## src/include/vacr_pkg.sv

```systemverilog
// vacr_pkg: constants for the valve actuator configuration register bank
//
// Contract
// sensor type codes 0,1,4; reset zero
// watchdog off by default; hold setpoint
// setpoint or force write restarts watchdog
// loss target codes 0..3; reset zero
// watchdog expiry sets malfunction status flag
// watchdog flag is status bit 10
// timeout 0..3600 seconds; zero disables
// timeout default 0, else 120 s
// 32-bit flow split low 112, high 113
// flow words follow current unit choice
// control mode 0 position, 1 flow
// unit codes 0..6; reset one
// setpoint source 0 analog, 1 bus; reset 1
// address 110 gives flow in m3/h
// addresses 111,114,115 read zero, ignore writes
// one-second tick drives counter; writes clear
package vacr_pkg;
  localparam logic [15:0] ADDR_STATUS = 16'h0068;
  localparam logic [15:0] ADDR_SENSOR = 16'h006b;
  localparam logic [15:0] ADDR_LOSS = 16'h006c;
  localparam logic [15:0] ADDR_TIMEOUT = 16'h006d;
  localparam logic [15:0] ADDR_FLOW_M3H = 16'h006e;
  localparam logic [15:0] ADDR_GAP0 = 16'h006f;
  localparam logic [15:0] ADDR_FLOW_LO = 16'h0070;
  localparam logic [15:0] ADDR_FLOW_HI = 16'h0071;
  localparam logic [15:0] ADDR_GAP1 = 16'h0072;
  localparam logic [15:0] ADDR_GAP2 = 16'h0073;
  localparam logic [15:0] ADDR_MODE = 16'h0074;
  localparam logic [15:0] ADDR_UNIT = 16'h0075;
  localparam logic [15:0] ADDR_SOURCE = 16'h0076;
  localparam int WDOG_BIT = 10;
  localparam logic [15:0] SENSOR_RST = 16'h0000;
  localparam logic [15:0] LOSS_RST = 16'h0000;
  localparam logic [15:0] TIMEOUT_RST = 16'h0000;
  localparam logic [15:0] TIMEOUT_ACTIVE_DEF = 16'h0078;
  localparam logic [15:0] TIMEOUT_MAX = 16'h0e10;
  localparam logic [15:0] MODE_RST = 16'h0000;
  localparam logic [15:0] UNIT_RST = 16'h0001;
  localparam logic [15:0] SOURCE_RST = 16'h0001;
  localparam logic [15:0] UNIT_MAX = 16'h0006;
  localparam logic [15:0] LOSS_MAX = 16'h0003;
  localparam int CLK_HZ = 40000000;
  localparam int TICK_PERIOD_S = 1;
  localparam int TICK_CYCLES = CLK_HZ * TICK_PERIOD_S;
  typedef enum logic [1:0] {LOSS_HOLD, LOSS_CLOSE, LOSS_OPEN, LOSS_MID} vacr_loss_e;
endpackage : vacr_pkg

```

## src/logic/vacr_regs.sv

```systemverilog
// vacr_regs: configuration register bank and link watchdog of the actuator
`timescale 1ns/1ps
`default_nettype none
module vacr_regs #(
  parameter int TICK_CYCLES = vacr_pkg::TICK_CYCLES,
  parameter logic [15:0] FLOW_M3H = 16'h0000
) (
  // clock and reset
  input wire logic core_clk_in,
  input wire logic reset_n_in,
  // register access from the protocol engine
  input wire logic wr_en_in,
  input wire logic rd_en_in,
  input wire logic [15:0] addr_in,
  input wire logic [15:0] wdata_in,
  output logic [15:0] rdata_out,
  output logic rvalid_out,
  // supervised writes (setpoint, forced position)
  input wire logic setpoint_wr_in,
  input wire logic force_wr_in,
  // nominal flow in each unit, 0.001 scaling, index = unit code
  input wire logic [31:0] flow_by_unit_in [7],
  // other malfunction bits from the actuator core
  input wire logic [15:0] fault_bits_in,
  // configuration, link-loss flag and status word to the control core
  output logic [2:0] sensor_type_out,
  output logic [1:0] loss_target_out,
  output logic flow_mode_out,
  output logic [2:0] flow_unit_out,
  output logic bus_source_out,
  output logic comm_lost_out,
  output logic [15:0] status_out
);
  logic [15:0] sensor_r;
  logic [15:0] loss_r;
  logic [15:0] timeout_r;
  logic timeout_written_r;
  logic [15:0] mode_r;
  logic [15:0] unit_r;
  logic [15:0] source_r;
  logic [15:0] wd_cnt_r;
  logic wd_fired_r;
  logic tick;
  logic restart;
  logic [15:0] timeout_eff;
  logic [31:0] flow_sel;

  vacr_tick #(.PERIOD(TICK_CYCLES)) u_tick (
    .core_clk_in(core_clk_in),
    .reset_n_in(reset_n_in),
    .tick_out(tick)
  );

  function automatic logic hit(input logic [15:0] a, input logic [15:0] b);
    return a == b;
  endfunction : hit

  // legal sensor codes; 2 and 3 are reserved and never stored
  function automatic logic sensor_ok(input logic [15:0] v);
    return v == 16'h0000 || v == 16'h0001 || v == 16'h0004;
  endfunction : sensor_ok

  wire wr_sensor = wr_en_in && hit(addr_in, vacr_pkg::ADDR_SENSOR);
  wire wr_loss = wr_en_in && hit(addr_in, vacr_pkg::ADDR_LOSS);
  wire wr_timeout = wr_en_in && hit(addr_in, vacr_pkg::ADDR_TIMEOUT);
  wire wr_mode = wr_en_in && hit(addr_in, vacr_pkg::ADDR_MODE);
  wire wr_unit = wr_en_in && hit(addr_in, vacr_pkg::ADDR_UNIT);
  wire wr_source = wr_en_in && hit(addr_in, vacr_pkg::ADDR_SOURCE);

  // sensor type: only 0, 1 and 4 are legal, others dropped
  always_ff @(posedge core_clk_in) begin
    if (!reset_n_in) begin
      sensor_r <= vacr_pkg::SENSOR_RST;
    end else if (wr_sensor && sensor_ok(wdata_in)) begin
      sensor_r <= wdata_in;
    end
  end

  always_ff @(posedge core_clk_in) begin
    if (!reset_n_in) begin
      loss_r <= vacr_pkg::LOSS_RST;
    end else if (wr_loss && wdata_in <= vacr_pkg::LOSS_MAX) begin
      loss_r <= wdata_in;
    end
  end

  // out-of-range timeouts are ignored rather than clipped
  always_ff @(posedge core_clk_in) begin
    if (!reset_n_in) begin
      timeout_r <= vacr_pkg::TIMEOUT_RST;
      timeout_written_r <= 1'b0;
    end else if (wr_timeout && wdata_in <= vacr_pkg::TIMEOUT_MAX) begin
      timeout_r <= wdata_in;
      timeout_written_r <= 1'b1;
    end
  end

  // until software sets a timeout, a non-hold target implies 120 s
  assign timeout_eff = (!timeout_written_r && loss_r != vacr_pkg::LOSS_RST)
                       ? vacr_pkg::TIMEOUT_ACTIVE_DEF : timeout_r;

  always_ff @(posedge core_clk_in) begin
    if (!reset_n_in) begin
      mode_r <= vacr_pkg::MODE_RST;
    end else if (wr_mode && wdata_in <= 16'h0001) begin
      mode_r <= wdata_in;
    end
  end

  always_ff @(posedge core_clk_in) begin
    if (!reset_n_in) begin
      unit_r <= vacr_pkg::UNIT_RST;
    end else if (wr_unit && wdata_in <= vacr_pkg::UNIT_MAX) begin
      unit_r <= wdata_in;
    end
  end

  always_ff @(posedge core_clk_in) begin
    if (!reset_n_in) begin
      source_r <= vacr_pkg::SOURCE_RST;
    end else if (wr_source && wdata_in <= 16'h0001) begin
      source_r <= wdata_in;
    end
  end

  // watchdog: counts seconds since last supervised write
  assign restart = setpoint_wr_in || force_wr_in;

  always_ff @(posedge core_clk_in) begin
    if (!reset_n_in || restart || timeout_eff == 16'h0000) begin
      wd_cnt_r <= 16'h0000;
    end else if (tick && wd_cnt_r < timeout_eff) begin
      wd_cnt_r <= wd_cnt_r + 16'h0001;
    end
  end

  // a restart clears the loss state; zero timeout never fires
  always_ff @(posedge core_clk_in) begin
    if (!reset_n_in || restart || timeout_eff == 16'h0000) begin
      wd_fired_r <= 1'b0;
    end else if (wd_cnt_r >= timeout_eff) begin
      wd_fired_r <= 1'b1;
    end
  end

  // flow words follow the live unit selection, no latching
  assign flow_sel = flow_by_unit_in[unit_r[2:0]];

  always_ff @(posedge core_clk_in) begin
    if (!reset_n_in) begin
      rdata_out <= 16'h0000;
      rvalid_out <= 1'b0;
    end else begin
      rvalid_out <= rd_en_in;
      if (rd_en_in) begin
        case (addr_in)
          vacr_pkg::ADDR_STATUS: rdata_out <= status_out;
          vacr_pkg::ADDR_SENSOR: rdata_out <= sensor_r;
          vacr_pkg::ADDR_LOSS: rdata_out <= loss_r;
          vacr_pkg::ADDR_TIMEOUT: rdata_out <= timeout_eff;
          vacr_pkg::ADDR_FLOW_M3H: rdata_out <= FLOW_M3H;
          vacr_pkg::ADDR_FLOW_LO: rdata_out <= flow_sel[15:0];
          vacr_pkg::ADDR_FLOW_HI: rdata_out <= flow_sel[31:16];
          vacr_pkg::ADDR_MODE: rdata_out <= mode_r;
          vacr_pkg::ADDR_UNIT: rdata_out <= unit_r;
          vacr_pkg::ADDR_SOURCE: rdata_out <= source_r;
          default: rdata_out <= 16'h0000;
        endcase
      end
    end
  end

  always_comb begin
    status_out = fault_bits_in;
    status_out[vacr_pkg::WDOG_BIT] = wd_fired_r;
  end

  assign sensor_type_out = sensor_r[2:0];
  assign loss_target_out = loss_r[1:0];
  assign flow_mode_out = mode_r[0];
  assign flow_unit_out = unit_r[2:0];
  assign bus_source_out = source_r[0];
  // hold target means keep last setpoint even when fired
  assign comm_lost_out = wd_fired_r && loss_r != vacr_pkg::LOSS_RST;

  // reset state
  sens_reset_a: assert property (
    @(posedge core_clk_in)
    $rose(reset_n_in)
    |-> sensor_r == 16'h0000 && unit_r == 16'h0001 && source_r == 16'h0001)
    else $error("reset values wrong");

  loss_reset_a: assert property (
    @(posedge core_clk_in)
    $rose(reset_n_in)
    |-> loss_r == 16'h0000 && timeout_r == 16'h0000 && !wd_fired_r)
    else $error("loss or timeout reset wrong");

  // watchdog
  wd_off_a: assert property (
    @(posedge core_clk_in) disable iff (!reset_n_in)
    timeout_eff == 16'h0000
    |=> !wd_fired_r)
    else $error("disabled watchdog fired");

  wd_bit_a: assert property (
    @(posedge core_clk_in) disable iff (!reset_n_in)
    1'b1
    |-> status_out[10] == wd_fired_r)
    else $error("status bit 10 mismatch");

  fault_pass_a: assert property (
    @(posedge core_clk_in) disable iff (!reset_n_in)
    1'b1
    |-> ((status_out ^ fault_bits_in) & 16'hfbff) == 16'h0000)
    else $error("other status bits altered");

  wd_fire_a: assert property (
    @(posedge core_clk_in) disable iff (!reset_n_in)
    wd_cnt_r >= timeout_eff && timeout_eff != 16'h0000 && !restart
    |=> wd_fired_r)
    else $error("watchdog did not fire");

  wd_restart_a: assert property (
    @(posedge core_clk_in) disable iff (!reset_n_in)
    restart
    |=> wd_cnt_r == 16'h0000 && !wd_fired_r)
    else $error("restart ignored");

  lost_flag_a: assert property (
    @(posedge core_clk_in) disable iff (!reset_n_in)
    comm_lost_out
    |-> status_out[10])
    else $error("loss action without status flag");

  hold_last_a: assert property (
    @(posedge core_clk_in) disable iff (!reset_n_in)
    loss_r == 16'h0000
    |-> !comm_lost_out)
    else $error("hold target left setpoint");

  tick_step_a: assert property (
    @(posedge core_clk_in) disable iff (!reset_n_in)
    tick && !restart && timeout_eff != 16'h0000 && wd_cnt_r < timeout_eff
    |=> wd_cnt_r == $past(wd_cnt_r) + 16'h0001)
    else $error("watchdog missed a tick");

  tick_hold_a: assert property (
    @(posedge core_clk_in) disable iff (!reset_n_in)
    !tick && !restart && timeout_eff != 16'h0000
    |=> $stable(wd_cnt_r))
    else $error("watchdog moved without tick");

  // timeout register
  def_120_a: assert property (
    @(posedge core_clk_in) disable iff (!reset_n_in)
    !timeout_written_r && loss_r != 16'h0000
    |-> timeout_eff == 16'h0078)
    else $error("default timeout not 120");

  tmo_wr_a: assert property (
    @(posedge core_clk_in) disable iff (!reset_n_in)
    wr_timeout && wdata_in <= 16'h0e10
    |=> timeout_r == $past(wdata_in))
    else $error("timeout write lost");

  tmo_bad_a: assert property (
    @(posedge core_clk_in) disable iff (!reset_n_in)
    wr_timeout && wdata_in > 16'h0e10
    |=> $stable(timeout_r))
    else $error("timeout above limit taken");

  // configuration registers
  sens_wr_a: assert property (
    @(posedge core_clk_in) disable iff (!reset_n_in)
    wr_sensor && sensor_ok(wdata_in)
    |=> sensor_r == $past(wdata_in))
    else $error("sensor write lost");

  sens_bad_a: assert property (
    @(posedge core_clk_in) disable iff (!reset_n_in)
    wr_sensor && !sensor_ok(wdata_in)
    |=> $stable(sensor_r))
    else $error("reserved sensor code taken");

  loss_wr_a: assert property (
    @(posedge core_clk_in) disable iff (!reset_n_in)
    wr_loss && wdata_in <= 16'h0003
    |=> loss_r == $past(wdata_in))
    else $error("loss target write lost");

  loss_bad_a: assert property (
    @(posedge core_clk_in) disable iff (!reset_n_in)
    wr_loss && wdata_in > 16'h0003
    |=> $stable(loss_r))
    else $error("bad loss target taken");

  mode_wr_a: assert property (
    @(posedge core_clk_in) disable iff (!reset_n_in)
    wr_mode && wdata_in <= 16'h0001
    |=> flow_mode_out == $past(wdata_in[0]))
    else $error("mode write lost");

  mode_bad_a: assert property (
    @(posedge core_clk_in) disable iff (!reset_n_in)
    wr_mode && wdata_in > 16'h0001
    |=> $stable(mode_r))
    else $error("bad mode taken");

  unit_bad_a: assert property (
    @(posedge core_clk_in) disable iff (!reset_n_in)
    wr_unit && wdata_in > 16'h0006
    |=> $stable(unit_r))
    else $error("bad unit taken");

  src_wr_a: assert property (
    @(posedge core_clk_in) disable iff (!reset_n_in)
    wr_source && wdata_in <= 16'h0001
    |=> bus_source_out == $past(wdata_in[0]))
    else $error("source write lost");

  src_bad_a: assert property (
    @(posedge core_clk_in) disable iff (!reset_n_in)
    wr_source && wdata_in > 16'h0001
    |=> $stable(source_r))
    else $error("bad source taken");

  // reads and unmapped addresses
  rd_valid_a: assert property (
    @(posedge core_clk_in) disable iff (!reset_n_in)
    rd_en_in
    |=> rvalid_out)
    else $error("read not answered");

  rd_quiet_a: assert property (
    @(posedge core_clk_in) disable iff (!reset_n_in)
    !rd_en_in
    |=> !rvalid_out)
    else $error("answer without read");

  flow_lo_a: assert property (
    @(posedge core_clk_in) disable iff (!reset_n_in)
    rd_en_in && addr_in == 16'h0070
    |=> rdata_out == $past(flow_sel[15:0]))
    else $error("flow low word wrong");

  flow_hi_a: assert property (
    @(posedge core_clk_in) disable iff (!reset_n_in)
    rd_en_in && addr_in == 16'h0071
    |=> rdata_out == $past(flow_sel[31:16]))
    else $error("flow high word wrong");

  flow_m3h_a: assert property (
    @(posedge core_clk_in) disable iff (!reset_n_in)
    rd_en_in && addr_in == 16'h006e
    |=> rdata_out == FLOW_M3H)
    else $error("m3h flow word wrong");

  gap_read_a: assert property (
    @(posedge core_clk_in) disable iff (!reset_n_in)
    rd_en_in && (addr_in == 16'h006f || addr_in == 16'h0072 || addr_in == 16'h0073)
    |=> rdata_out == 16'h0000)
    else $error("gap read nonzero");

  gap_wr_a: assert property (
    @(posedge core_clk_in) disable iff (!reset_n_in)
    wr_en_in && (addr_in == 16'h006f || addr_in == 16'h0072 || addr_in == 16'h0073)
    |=> $stable(sensor_r) && $stable(loss_r) && $stable(timeout_r) && $stable(mode_r)
    && $stable(unit_r) && $stable(source_r))
    else $error("gap write changed state");

  // main scenarios
  fire_c: cover property (@(posedge core_clk_in) disable iff (!reset_n_in)
    $rose(wd_fired_r));
  lost_c: cover property (@(posedge core_clk_in) disable iff (!reset_n_in)
    $rose(comm_lost_out));
  unit_c: cover property (@(posedge core_clk_in) disable iff (!reset_n_in)
    wr_unit && wdata_in == 16'h0006);
  rearm_c: cover property (@(posedge core_clk_in) disable iff (!reset_n_in)
    restart && wd_fired_r);
  gap_c: cover property (@(posedge core_clk_in) disable iff (!reset_n_in)
    wr_en_in && addr_in == 16'h0072);
endmodule : vacr_regs
`default_nettype wire

```

## src/logic/vacr_tick.sv

```systemverilog
// vacr_tick: one-cycle enable pulse every PERIOD clock cycles
`timescale 1ns/1ps
`default_nettype none
module vacr_tick #(
  parameter int PERIOD = 40000000
) (
  // clock and reset
  input wire logic core_clk_in,
  input wire logic reset_n_in,
  // tick
  output logic tick_out
);
  logic [31:0] cnt_r;

  always_ff @(posedge core_clk_in) begin
    if (!reset_n_in) begin
      cnt_r <= 32'h0;
      tick_out <= 1'b0;
    end else if (cnt_r == 32'(PERIOD - 1)) begin
      cnt_r <= 32'h0;
      tick_out <= 1'b1;
    end else begin
      cnt_r <= cnt_r + 32'h1;
      tick_out <= 1'b0;
    end
  end
endmodule : vacr_tick
`default_nettype wire

```

## config.mk

```make
export PLATFORM = sky130hd
export DESIGN_NAME = vacr_regs
export DESIGN_NICKNAME = d
export VERILOG_FILES = /design/src/include/vacr_pkg.sv /design/src/logic/vacr_regs.sv /design/src/logic/vacr_tick.sv
export SDC_FILE = /design/constraint.sdc
export NUM_CORES = 1
export LEC_CHECK = 0
export ABC_AREA = 1
export BUFFER_PORTS_ARGS = -buffer_cell sky130_fd_sc_hd__buf_2
export CAP_MARGIN = 20
export CORE_AREA = 2 2 126 251
export DETAILED_ROUTE_END_ITERATION = 6
export DIE_AREA = 0 0 128 253
export PLACE_DENSITY_LB_ADDON = 0.25
export SYNTH_ARGS = -nofsm -noshare
export SYNTH_HDL_FRONTEND = slang
export SYNTH_SLANG_ARGS = --single-unit
```

## constraint.sdc

```tcl
create_clock -name core_clk_in -period 3.1 [get_ports core_clk_in]
set_clock_uncertainty 0.05 [all_clocks]
set_input_delay 0.31 -clock core_clk_in [delete_from_list [all_inputs] [get_ports core_clk_in]]
set_output_delay 0.31 -clock core_clk_in [all_outputs]
set_load 0.01 [all_outputs]
```

# After elaboration in Yosys (flattened, before gate mapping)
# Index checks and enable logic that the tools add are counted.
word_totals:
  output_inout_bits: 44
  inputBits: 278
  register_bits: 164
  wordCells: 68
op_classes:
  n_reduce_logical: 26
  muxes: 6
  n_eq_ne: 12
  n_lt_le_gt_ge: 7
  bitwise: 2
  n_addsub: 2
op_table:
  columns: ["cell", "n"]
  rows:
  - ["$eq 16x7->1 const B", 9]
  - ["$pmux 16 s9", 1]
  - ["$bmux 32 s3", 1]
  - ["$mux 32", 2]
  - ["$add 32x1->32 const B", 1]
  - ["$eq 32x26->1 const B", 1]
  - ["$logic_not 16->1", 2]
  - ["$add 16x1->16 const B", 1]
  - ["$eq 16x1->1 const B", 1]
  - ["$eq 16x3->1 const B", 1]
  - ["$ge 16x16->1", 1]
  - ["$le 16x1->1 const B", 1]
  - ["$le 16x12->1 const B", 1]
  - ["$le 16x2->1 const B", 1]
  - ["$le 16x3->1 const B", 1]
  - ["$lt 16x16->1", 1]
  - ["$mux 16", 1]
  - ["$reduce_bool 16->1", 1]
  - ["$logic_and 1x1->1", 15]
  - ["$logic_or 1x1->1", 5]
  - ["$ge 4x4->1 const B", 1]
  - ["$not 3->4", 1]
  - ["$logic_not 1->1", 2]
  - ["$reduce_or 2->1", 1]
  - ["2 further kinds", 2]

# Longest topological paths before layout
# Gate-level depths: netlist of the first run.
depth:
  word_depth: 5
  depth_mapped: 20
  ltp_nobuf: 19

# Hierarchy
# Synthesis of the first run repeated with hierarchy kept, for this count alone.
unflattened:
  cells_unflattened: 1912
  area_unflattened_um2: 11353.4
by_module_without_submodules:
  columns: ["module", "area_each_um2", "seq_area_each_um2", "cells_per_inst", "n_inst"]
  rows:
  - ["vacr_regs", 9429.0, 2622.5, 1594, 1]
  - ["vacr_tick", 1924.3, 660.6, 318, 1]

# Least setup slack after synthesis of the first run
# No wires, ideal clock.
synth_timing:
  path_type: "reg-to-reg"
  from: "reg loss_r[1]"
  to: "reg wd_cnt_r[8]"
  period_less_slack_ns: 2.630
  t_arrival_ns: 2.464
  setup_ns: 0.116
  path_slack_ns: 0.470
  stages_incl_launch_ff: 19
  cell_sequence: "dfxtp_1 > nor2_1 > nand2_1 > nor2_1 > nand2_1 > nand2_2 > buf_2 > nand2_1 > ha_1 > a21o_1 > nand3_1 > a21oi_1 > nor2_1 > nand3_1 > buf_2 > nand2_1 > nand2_1 > inv_1 > nor2_1"
synth_between:
  elab_chain_len: 5
  word_cells_on_any_way: 7
synth_lines:
  columns: ["element", "line_no", "text"]
  rows:
  - ["start: declaration", "vacr_regs.sv:35", "logic [15:0] loss_r;"]
  - ["start signal: assignment", "vacr_regs.sv:81", "loss_r <= vacr_pkg::LOSS_RST;"]
  - ["start signal: assignment", "vacr_regs.sv:83", "loss_r <= wdata_in;"]
  - ["$reduce_bool 16->1 (*)", "vacr_regs.sv:99", "assign timeout_eff = (!timeout_written_r && loss_r != vacr_pkg::LOSS_RST)"]
  - ["$logic_and 1x1->1 (*)", "vacr_regs.sv:99", null]
  - ["$mux 16 (*)", "vacr_regs.sv:100", "? vacr_pkg::TIMEOUT_ACTIVE_DEF : timeout_r;"]
  - ["$lt 16x16->1 or $logic_not 16->1 (tied branches)", "vacr_regs.sv:132, vacr_regs.sv:130", null]
  - ["$logic_and 1x1->1 or $logic_or 1x1->1 (tied branches)", "vacr_regs.sv:132, vacr_regs.sv:130", null]
  - ["end signal: assignment", "vacr_regs.sv:133", "wd_cnt_r <= wd_cnt_r + 16'h0001;"]
  - ["end: declaration", "vacr_regs.sv:41", "logic [15:0] wd_cnt_r;"]
# Every way passes the cells marked *; elsewhere a longest branch is shown, timed or not.
# A chain may end at the register's enable or synchronous reset.

# Final worst setup path of the first run
layout_timing:
  from: "reg loss_r[12]"
  to: "reg wd_cnt_r[0]"
# Same word-level chain as after synthesis.

==> results of run 1 <==
==> cell families (layout without fill, tap and decap cells) <==
kind of cell / count (synthesis) / in the layout
simple gates: 1107 / 1107
buf+inv: 243 / 511
flops: 164 / 164
compound gates: 141 / 141
xor+xnor: 26 / 26
fa+ha+maj: 18 / 18
other cells: 0 / 7
==> critical path: cells and delay by family (launching register included) <==
kind	cells	cell delay, ns
and+or+nand+nor	13	1.37
adders and majority gates	1	0.25
buffers and inverters	2	0.29
AOI/OAI and AO/OA	2	0.24
DFF	1	0.34
==> path summary, 6_finish.rpt <==
kind,start,endpoint,slack [ns],cells after the start
worst max-delay path,loss_r[12],wd_cnt_r[0],0.43,18
worst min-delay path,rd_en_in,rvalid_out,0.03,3
worst max register to register,loss_r[12],wd_cnt_r[0],0.43,18
worst min register to register,unit_r[3],unit_r[3],0.39,2
==> power breakdown <==
group          leakage (nW)  switching, mW  total [mW]  internal [mW]
clock                 0.270          0.979        2.06           1.08
combinational          4.02          0.201       0.372          0.171
sequential             1.32        0.00211        2.11           2.11
total                  5.62           1.18        4.55           3.36
==> per-layer routing <==
metal / vias to the layer above / track usage / routed length, um / part of all wire
met5: - / 0 / 0 / 0
met2: 375 / 0.415 / 19200 / 0.48
met1: 5298 / 0.303 / 17300 / 0.43
met3: 62 / 0.0412 / 2330 / 0.058
met4: 0 / 0.100 / 1510 / 0.037
li1: 6047 / - / - / -
==> sequential cells by signal, summed over array words and instances (netlist names) <==
signal / cells
source_r: 16
rdata_out: 16
timeout_written_r: 1
u_tick.tick_out: 1
rvalid_out: 1
wd_cnt_r: 16
u_tick.cnt_r: 32
timeout_r: 16
sensor_r: 16
unit_r: 16
loss_r: 16
mode_r: 16
wd_fired_r: 1
==> through the flow <==
stage / instances / util / cell area, um2 / hold slack [ns]
after floorplan: 1699 / - / 10600 / 0.353
after global placement: 2307 / 0.403 / 12300 / 0.378
after detailed placement: 2307 / 0.403 / 12300 / 0.378
after CTS: 2339 / 0.422 / 12900 / 0.0180
after global routing: 2345 / 0.423 / 12900 / 0.0269
final: 2346 / 0.423 / 12900 / 0.0293
==> area by class of cell <==
type | instances | share of cell area
multi-input combinational | 1292 | 0.482
sequential | 164 | 0.255
timing repair buffer | 349 | 0.143
inverter | 130 | 0.0378
tap | 372 | 0.0361
clock buffer | 18 | 0.0340
clock inverter | 14 | 0.0107
antenna | 7 | 0.00136
==> synthesized netlist by cell type (all sizes together), types with 2 or more instances <==
master / n / area [um2]
or2: 3 / 18.8
nand3b: 2 / 15.0
dfxtp: 164 / 3280
nand4: 75 / 469
o21ai: 85 / 425
xnor2: 8 / 70.1
nor2: 335 / 1330
nand3: 185 / 953
clkbuf: 46 / 173
nor3b: 55 / 413
clkinv: 2 / 7.51
nor4: 7 / 58.8
a21oi: 48 / 252
buf: 67 / 417
ha: 18 / 225
a211oi: 2 / 15.0
inv: 128 / 480
xor2: 18 / 158
nor3: 42 / 243
and3: 5 / 31.3
nand2: 397 / 1500
==> impl_metrics.ini, run 1 <==
[place]
pre_cts_slack_ns = 0.463
place.port_buffers = 320
dp_hpwl_mm = 31.2
last_weighted_congestion_value_of_the_routability_driven_placer = 0.880

[route]
route.detailed.drc = 0
routed_wirelength_mm = 40.3
dr.first_iter.drc_count = 964
route.antenna.remaining_nets = 0
dr.pass1.iters = 5
drt-wirelength-per-cell_um = 17.2
route.vias.total = 11800
avgViaCountPerCell = 5.02

[power_and_ir_drop]
power.leakage_nw = 5.62
design_power_total_mw = 4.55
max-vdd-ir-drop_mv = 0.362
power_density_nw_per_um2 = 352

[clock_network]
numCtsBuffers = 17
post-cts-setup-buffer-count = 0
clk-insertion-delay-late_ns = 0.44
cts_hold_buffers = 0
clock-sinks = 164
cts_root_buf = clkbuf_16
h-tree-depth = 4
cts_tree = built
cts.clk_slew.worst_paths_ns = 0.07
cts_resized = 0
clk_path_buf_depth = 2

[synthesis]
synth_area_in_compound_gates = 0.0698
synth_enable_flop_cells = 0
synth_cell_types = 43
postSynth.asyncResetShare = 0
synthMuxAreaShare = 0
yosys_warnings = 0
syn-num-nets = 1995
synth_fa_ha_area_frac = 0.0213
register_bit_total_from_synthesis = 164
synth_ff_type = dfxtp_1
syn-mean-instance-area_um2 = 6.23
synthXorXnorAreaFrac = 0.0215
synth_seq_area_share = 0.310
synth_simple_gate_area_frac = 0.475
synth_top_family_by_area = simple AND/OR/NAND/NOR gates
post_synth_instance_area_um2 = 10600
postSynthCellCount = 1699

[critical_path]
cp_cell_sequence = nor2_1 > nand2_1 > nor2_1 > nand2_1 > nand2_2 > inv_1 > nor2_1 > ha_1 > a21oi_1 > o21ai_0 > nand2_1 > nand3_1 > nand2_1 > buf_4 > and2_1 > nand3_1 > nand2_1 > nor2_1
timing.critical_path.fanout_max = 19
start_kind = flop
arrival_ns = 2.92
timing.critical_path.slowest_cell_delay_ns = 0.34
critPathKind = reg2reg
cp_common_cell = nand2_1
critical_path_top_delay_cell = dfxtp_1
required_ns = 3.36
sort_of_element_at_the_end_of_the_critical_path = flop

[floorplanning]
count_of_standard_cell_rows = 91
pin_count = 322
die_y_um = 253
floorplan_core_area_um2 = 30500
fp.dieArea_um2 = 32400
die_w_um = 128
start_util = 0.347

[final_layout]
final-seq-area_um2 = 3290
fillerInstances = 3434
final_nets = 2250
synthesis_to_finish_area_growth_pct = 21.9
final_common_cell = nand2_1
share_of_post_route_cells_with_drive_strength_above_1 = 0.213
top_library_cells_by_usage_in_the_layout_fill_and_taps_aside = nand2_1 (394), nor2_1 (321), buf_2 (320)
multi_input_comb_area_um2 = 6220

[sta]
postLayoutSetupSlackWorst_ns = 0.432
setup_repair_after_global_routing_missed_its_margin = no
final_report_max_slew_violation_count = 0
fmax_mhz = 375
finalWorstPathRequiredPeriod_ns = 2.67
slew_headroom = 0.341
finalSetupViolations = 0
period_share = 0.861
setup_total_negative_slack_ns = 0
final_hold_fails = 0
actual_transition_at_the_worst_max_transition_pin_ns = 0.988

[global_route]
first_global_vias = 10900
grt.total_usage = 0.244
global_route.overflow_total = 0
antenna_violations_before_repair = 7
grt_first_pass_wirelength_mm = 60.7
grt_start_max_net_pins = 90

[flow_run]
maxCapViolations = 0

[outcome]
run_status = complete, no violations

[hold_path]
worst_hold_path_class = in2reg
(Power assumes the default switching activity.)
==> run 2: changes to the inputs <==
--- a/config.mk
+++ b/config.mk
@@ -8,10 +8,12 @@
 export ABC_AREA = 1
 export BUFFER_PORTS_ARGS = -buffer_cell sky130_fd_sc_hd__buf_2
 export CAP_MARGIN = 20
-export CORE_AREA = 2 2 126 251
+export CORE_AREA = 2 2 131 260
 export DETAILED_ROUTE_END_ITERATION = 6
-export DIE_AREA = 0 0 128 253
+export DIE_AREA = 0 0 133 262
+export GPL_TIMING_DRIVEN = 0
 export PLACE_DENSITY_LB_ADDON = 0.25
 export SYNTH_ARGS = -nofsm -noshare
 export SYNTH_HDL_FRONTEND = slang
+export SYNTH_HIERARCHICAL = 1
 export SYNTH_SLANG_ARGS = --single-unit
==> impl_metrics.ini, run 2 <==
[outcome]
run_status = complete, no violations

[global_route]
global_route.overflow_total = 0
first_global_vias = 13300
grt_first_pass_wirelength_mm = 74.4
grt_start_max_net_pins = 17
grt.total_usage = 0.283
antenna_violations_before_repair = 4

[synthesis]
synth_seq_area_share = 0.289
register_bit_total_from_synthesis = 164
synthDominantAreaCellType = dfxtp_1
yosysTopAreaCellShare = 0.289
synthMostInstantiatedCell = nand2_1
syn-mean-instance-area_um2 = 5.94
postSynthCellCount = 1912
yosys_warnings = 6
syn-num-nets = 2208
synth_ff_type = dfxtp_1
postSynth.asyncResetShare = 0
synth_enable_flop_cells = 0
synth_common_cells = nand2_1 (583), nor2_1 (280), nand3_1 (244)
post_synth_instance_area_um2 = 11400
synth_cell_types = 42
netlist_top_cells_area = dfxtp_1 (29%), nand2_1 (19%), nand3_1 (11%)

[floorplanning]
start_util = 0.346
die_y_um = 262
fp.dieArea_um2 = 34800
die_w_um = 133
floorplan_core_area_um2 = 32800
count_of_standard_cell_rows = 94
pin_count = 322

[final_layout]
top_library_cells_by_usage_in_the_layout_fill_and_taps_aside = nand2_1 (583), buf_2 (362), nor2_1 (280)
instances_no_fill = 2699
synthesis_to_finish_area_growth_pct = 24.0
final-seq-area_um2 = 3280
share_of_post_route_cells_with_drive_strength_above_1 = 0.214
fillerInstances = 3606
finalInstanceArea_um2 = 14100
final_common_cell = nand2_1
register_with_the_highest_flop_count = u_tick/cnt_r
multi_input_comb_area_um2 = 6570
final_nets = 2546
largest_register_ffs = 32

[place]
dpl-instance-area_um2 = 13500
dpl.cell_count = 2664
place.port_buffers = 320
last_weighted_congestion_value_of_the_routability_driven_placer = 1.00
dp_hpwl_mm = 41.9

[power_and_ir_drop]
power_density_nw_per_um2 = 331
power.leakage_nw = 7.04
max-vdd-ir-drop_mv = 0.370

[route]
route.antenna.remaining_nets = 0
route.detailed.drc = 0
drt-wirelength-per-cell_um = 18.4
dr.first_iter.drc_count = 738
avgViaCountPerCell = 4.97
route.vias.total = 13400
routed_wirelength_mm = 49.6
dr.pass1.iters = 7

[critical_path]
sort_of_element_at_the_end_of_the_critical_path = flop
worst_setup_path_startpoint = loss_r[1]
critPathKind = reg2reg
required_ns = 3.39
start_kind = flop
timing.rr.start = loss_r[1]
arrival_ns = 3.10
timing.critical_path.fanout_max = 10

[clock_network]
cts.clk_slew.worst_paths_ns = 0.07
cts_root_buf = clkbuf_16
h-tree-depth = 4
cts_hold_buffers = 0
cts_tree = built
clk_path_buf_depth = 2
numCtsBuffers = 17
clk-insertion-delay-late_ns = 0.45
post-cts-setup-buffer-count = 0
clock-sinks = 164

[sta]
slew_headroom = 0.426
final_hold_fails = 0
finalWorstPathRequiredPeriod_ns = 2.82
period_share = 0.909
finalSetupViolations = 0
worst_hold_slack_ns = 0.0885
fmax_mhz = 355
final_report_max_slew_violation_count = 0
actual_transition_at_the_worst_max_transition_pin_ns = 0.860

[hold_path]
worst_hold_path_class = in2reg
min_from = reset_n_in

[flow_run]
maxCapViolations = 0
## run 2: worst paths after layout
| kind | end | slack [ns] | cells after the start |
|---|---|---|---|
| max | wd_cnt_r[5] | 0.28 | 15 |
| min | u_tick/tick_out | 0.09 | 3 |
| max reg2reg | wd_cnt_r[5] | 0.28 | 15 |
| min reg2reg | source_r[2] | 0.39 | 2 |
## run 2: cell families (layout without fill, tap and decap cells)
logic type | after synthesis | in the layout | synth area share
AOI/OAI and AO/OA | 120 | 120 | 0.0561
xor gates and xnor gates | 26 | 26 | 0.0201
adders and majority gates | 18 | 18 | 0.0198
buffers and inverters | 340 | 691 | 0.132
DFF | 164 | 164 | 0.289
other | 0 | 4 | 0
and+or+nand+nor | 1244 | 1244 | 0.482
## run 2: what timing repair did
item / 4_1_cts / 5_1_grt
gates resized for setup: 1 / 5
hold endpoints to repair: 0 / 0
setup endpoints to repair: 10 / 14
## run 2: worst max-delay path, cell delays in order, from the launching register on
cell	delay (ns)
dfxtp_1	0.39
nor2_1	0.13
nand2_1	0.06
nor2_1	0.15
nand2_1	0.11
nand2_4	0.13
clkbuf_4	0.22
nand2_1	0.07
ha_1	0.30
a21oi_1	0.13
o21ai_0	0.10
a21oi_1	0.27
nand3_4	0.18
clkbuf_2	0.23
nand2_1	0.09
a21oi_1	0.06
## run 2: cell type report
type	instances	share of cell area
clock inverters	12	0.00844
well taps	432	0.0384
inverters	229	0.0612
diodes	4	0.000711
flip-flops and latches	164	0.233
plain buffers	110	0.0457
repair buffers	320	0.114
clock buffers	20	0.0317
multi-input cells	1408	0.467
## run 2: per-layer routing
| layer | GRT usage | wire length [um] |
|---|---|---|
| met1 | 0.258 | 16700 |
| met2 | 0.551 | 26200 |
| met3 | 0.0469 | 2610 |
| met4 | 0.215 | 4150 |
| met5 | 0 | 0 |
## run 2: per-stage QoR
| stage | setup slack (ns) | power [mW] | util | setup TNS, ns |
|---|---|---|---|---|
| CTS | 0.0340 | 4.71 | 0.429 | 0 |
| floorplan | 0.636 | 2.35 | - | 0 |
| global route | -0.00126 | 4.83 | 0.429 | -0.00179 |
| global placement | 0.0108 | 2.63 | 0.411 | 0 |
| detailed placement | -0.0385 | 2.63 | 0.411 | -0.296 |
| finish | 0.284 | 4.66 | 0.429 | 0 |
## run 2: where the power goes
part | total [mW] | switching (mW) | internal (mW)
Combinational | 0.474 | 0.268 | 0.206
Sequential | 2.11 | 0.00241 | 2.11
Clock | 2.08 | 0.937 | 1.14
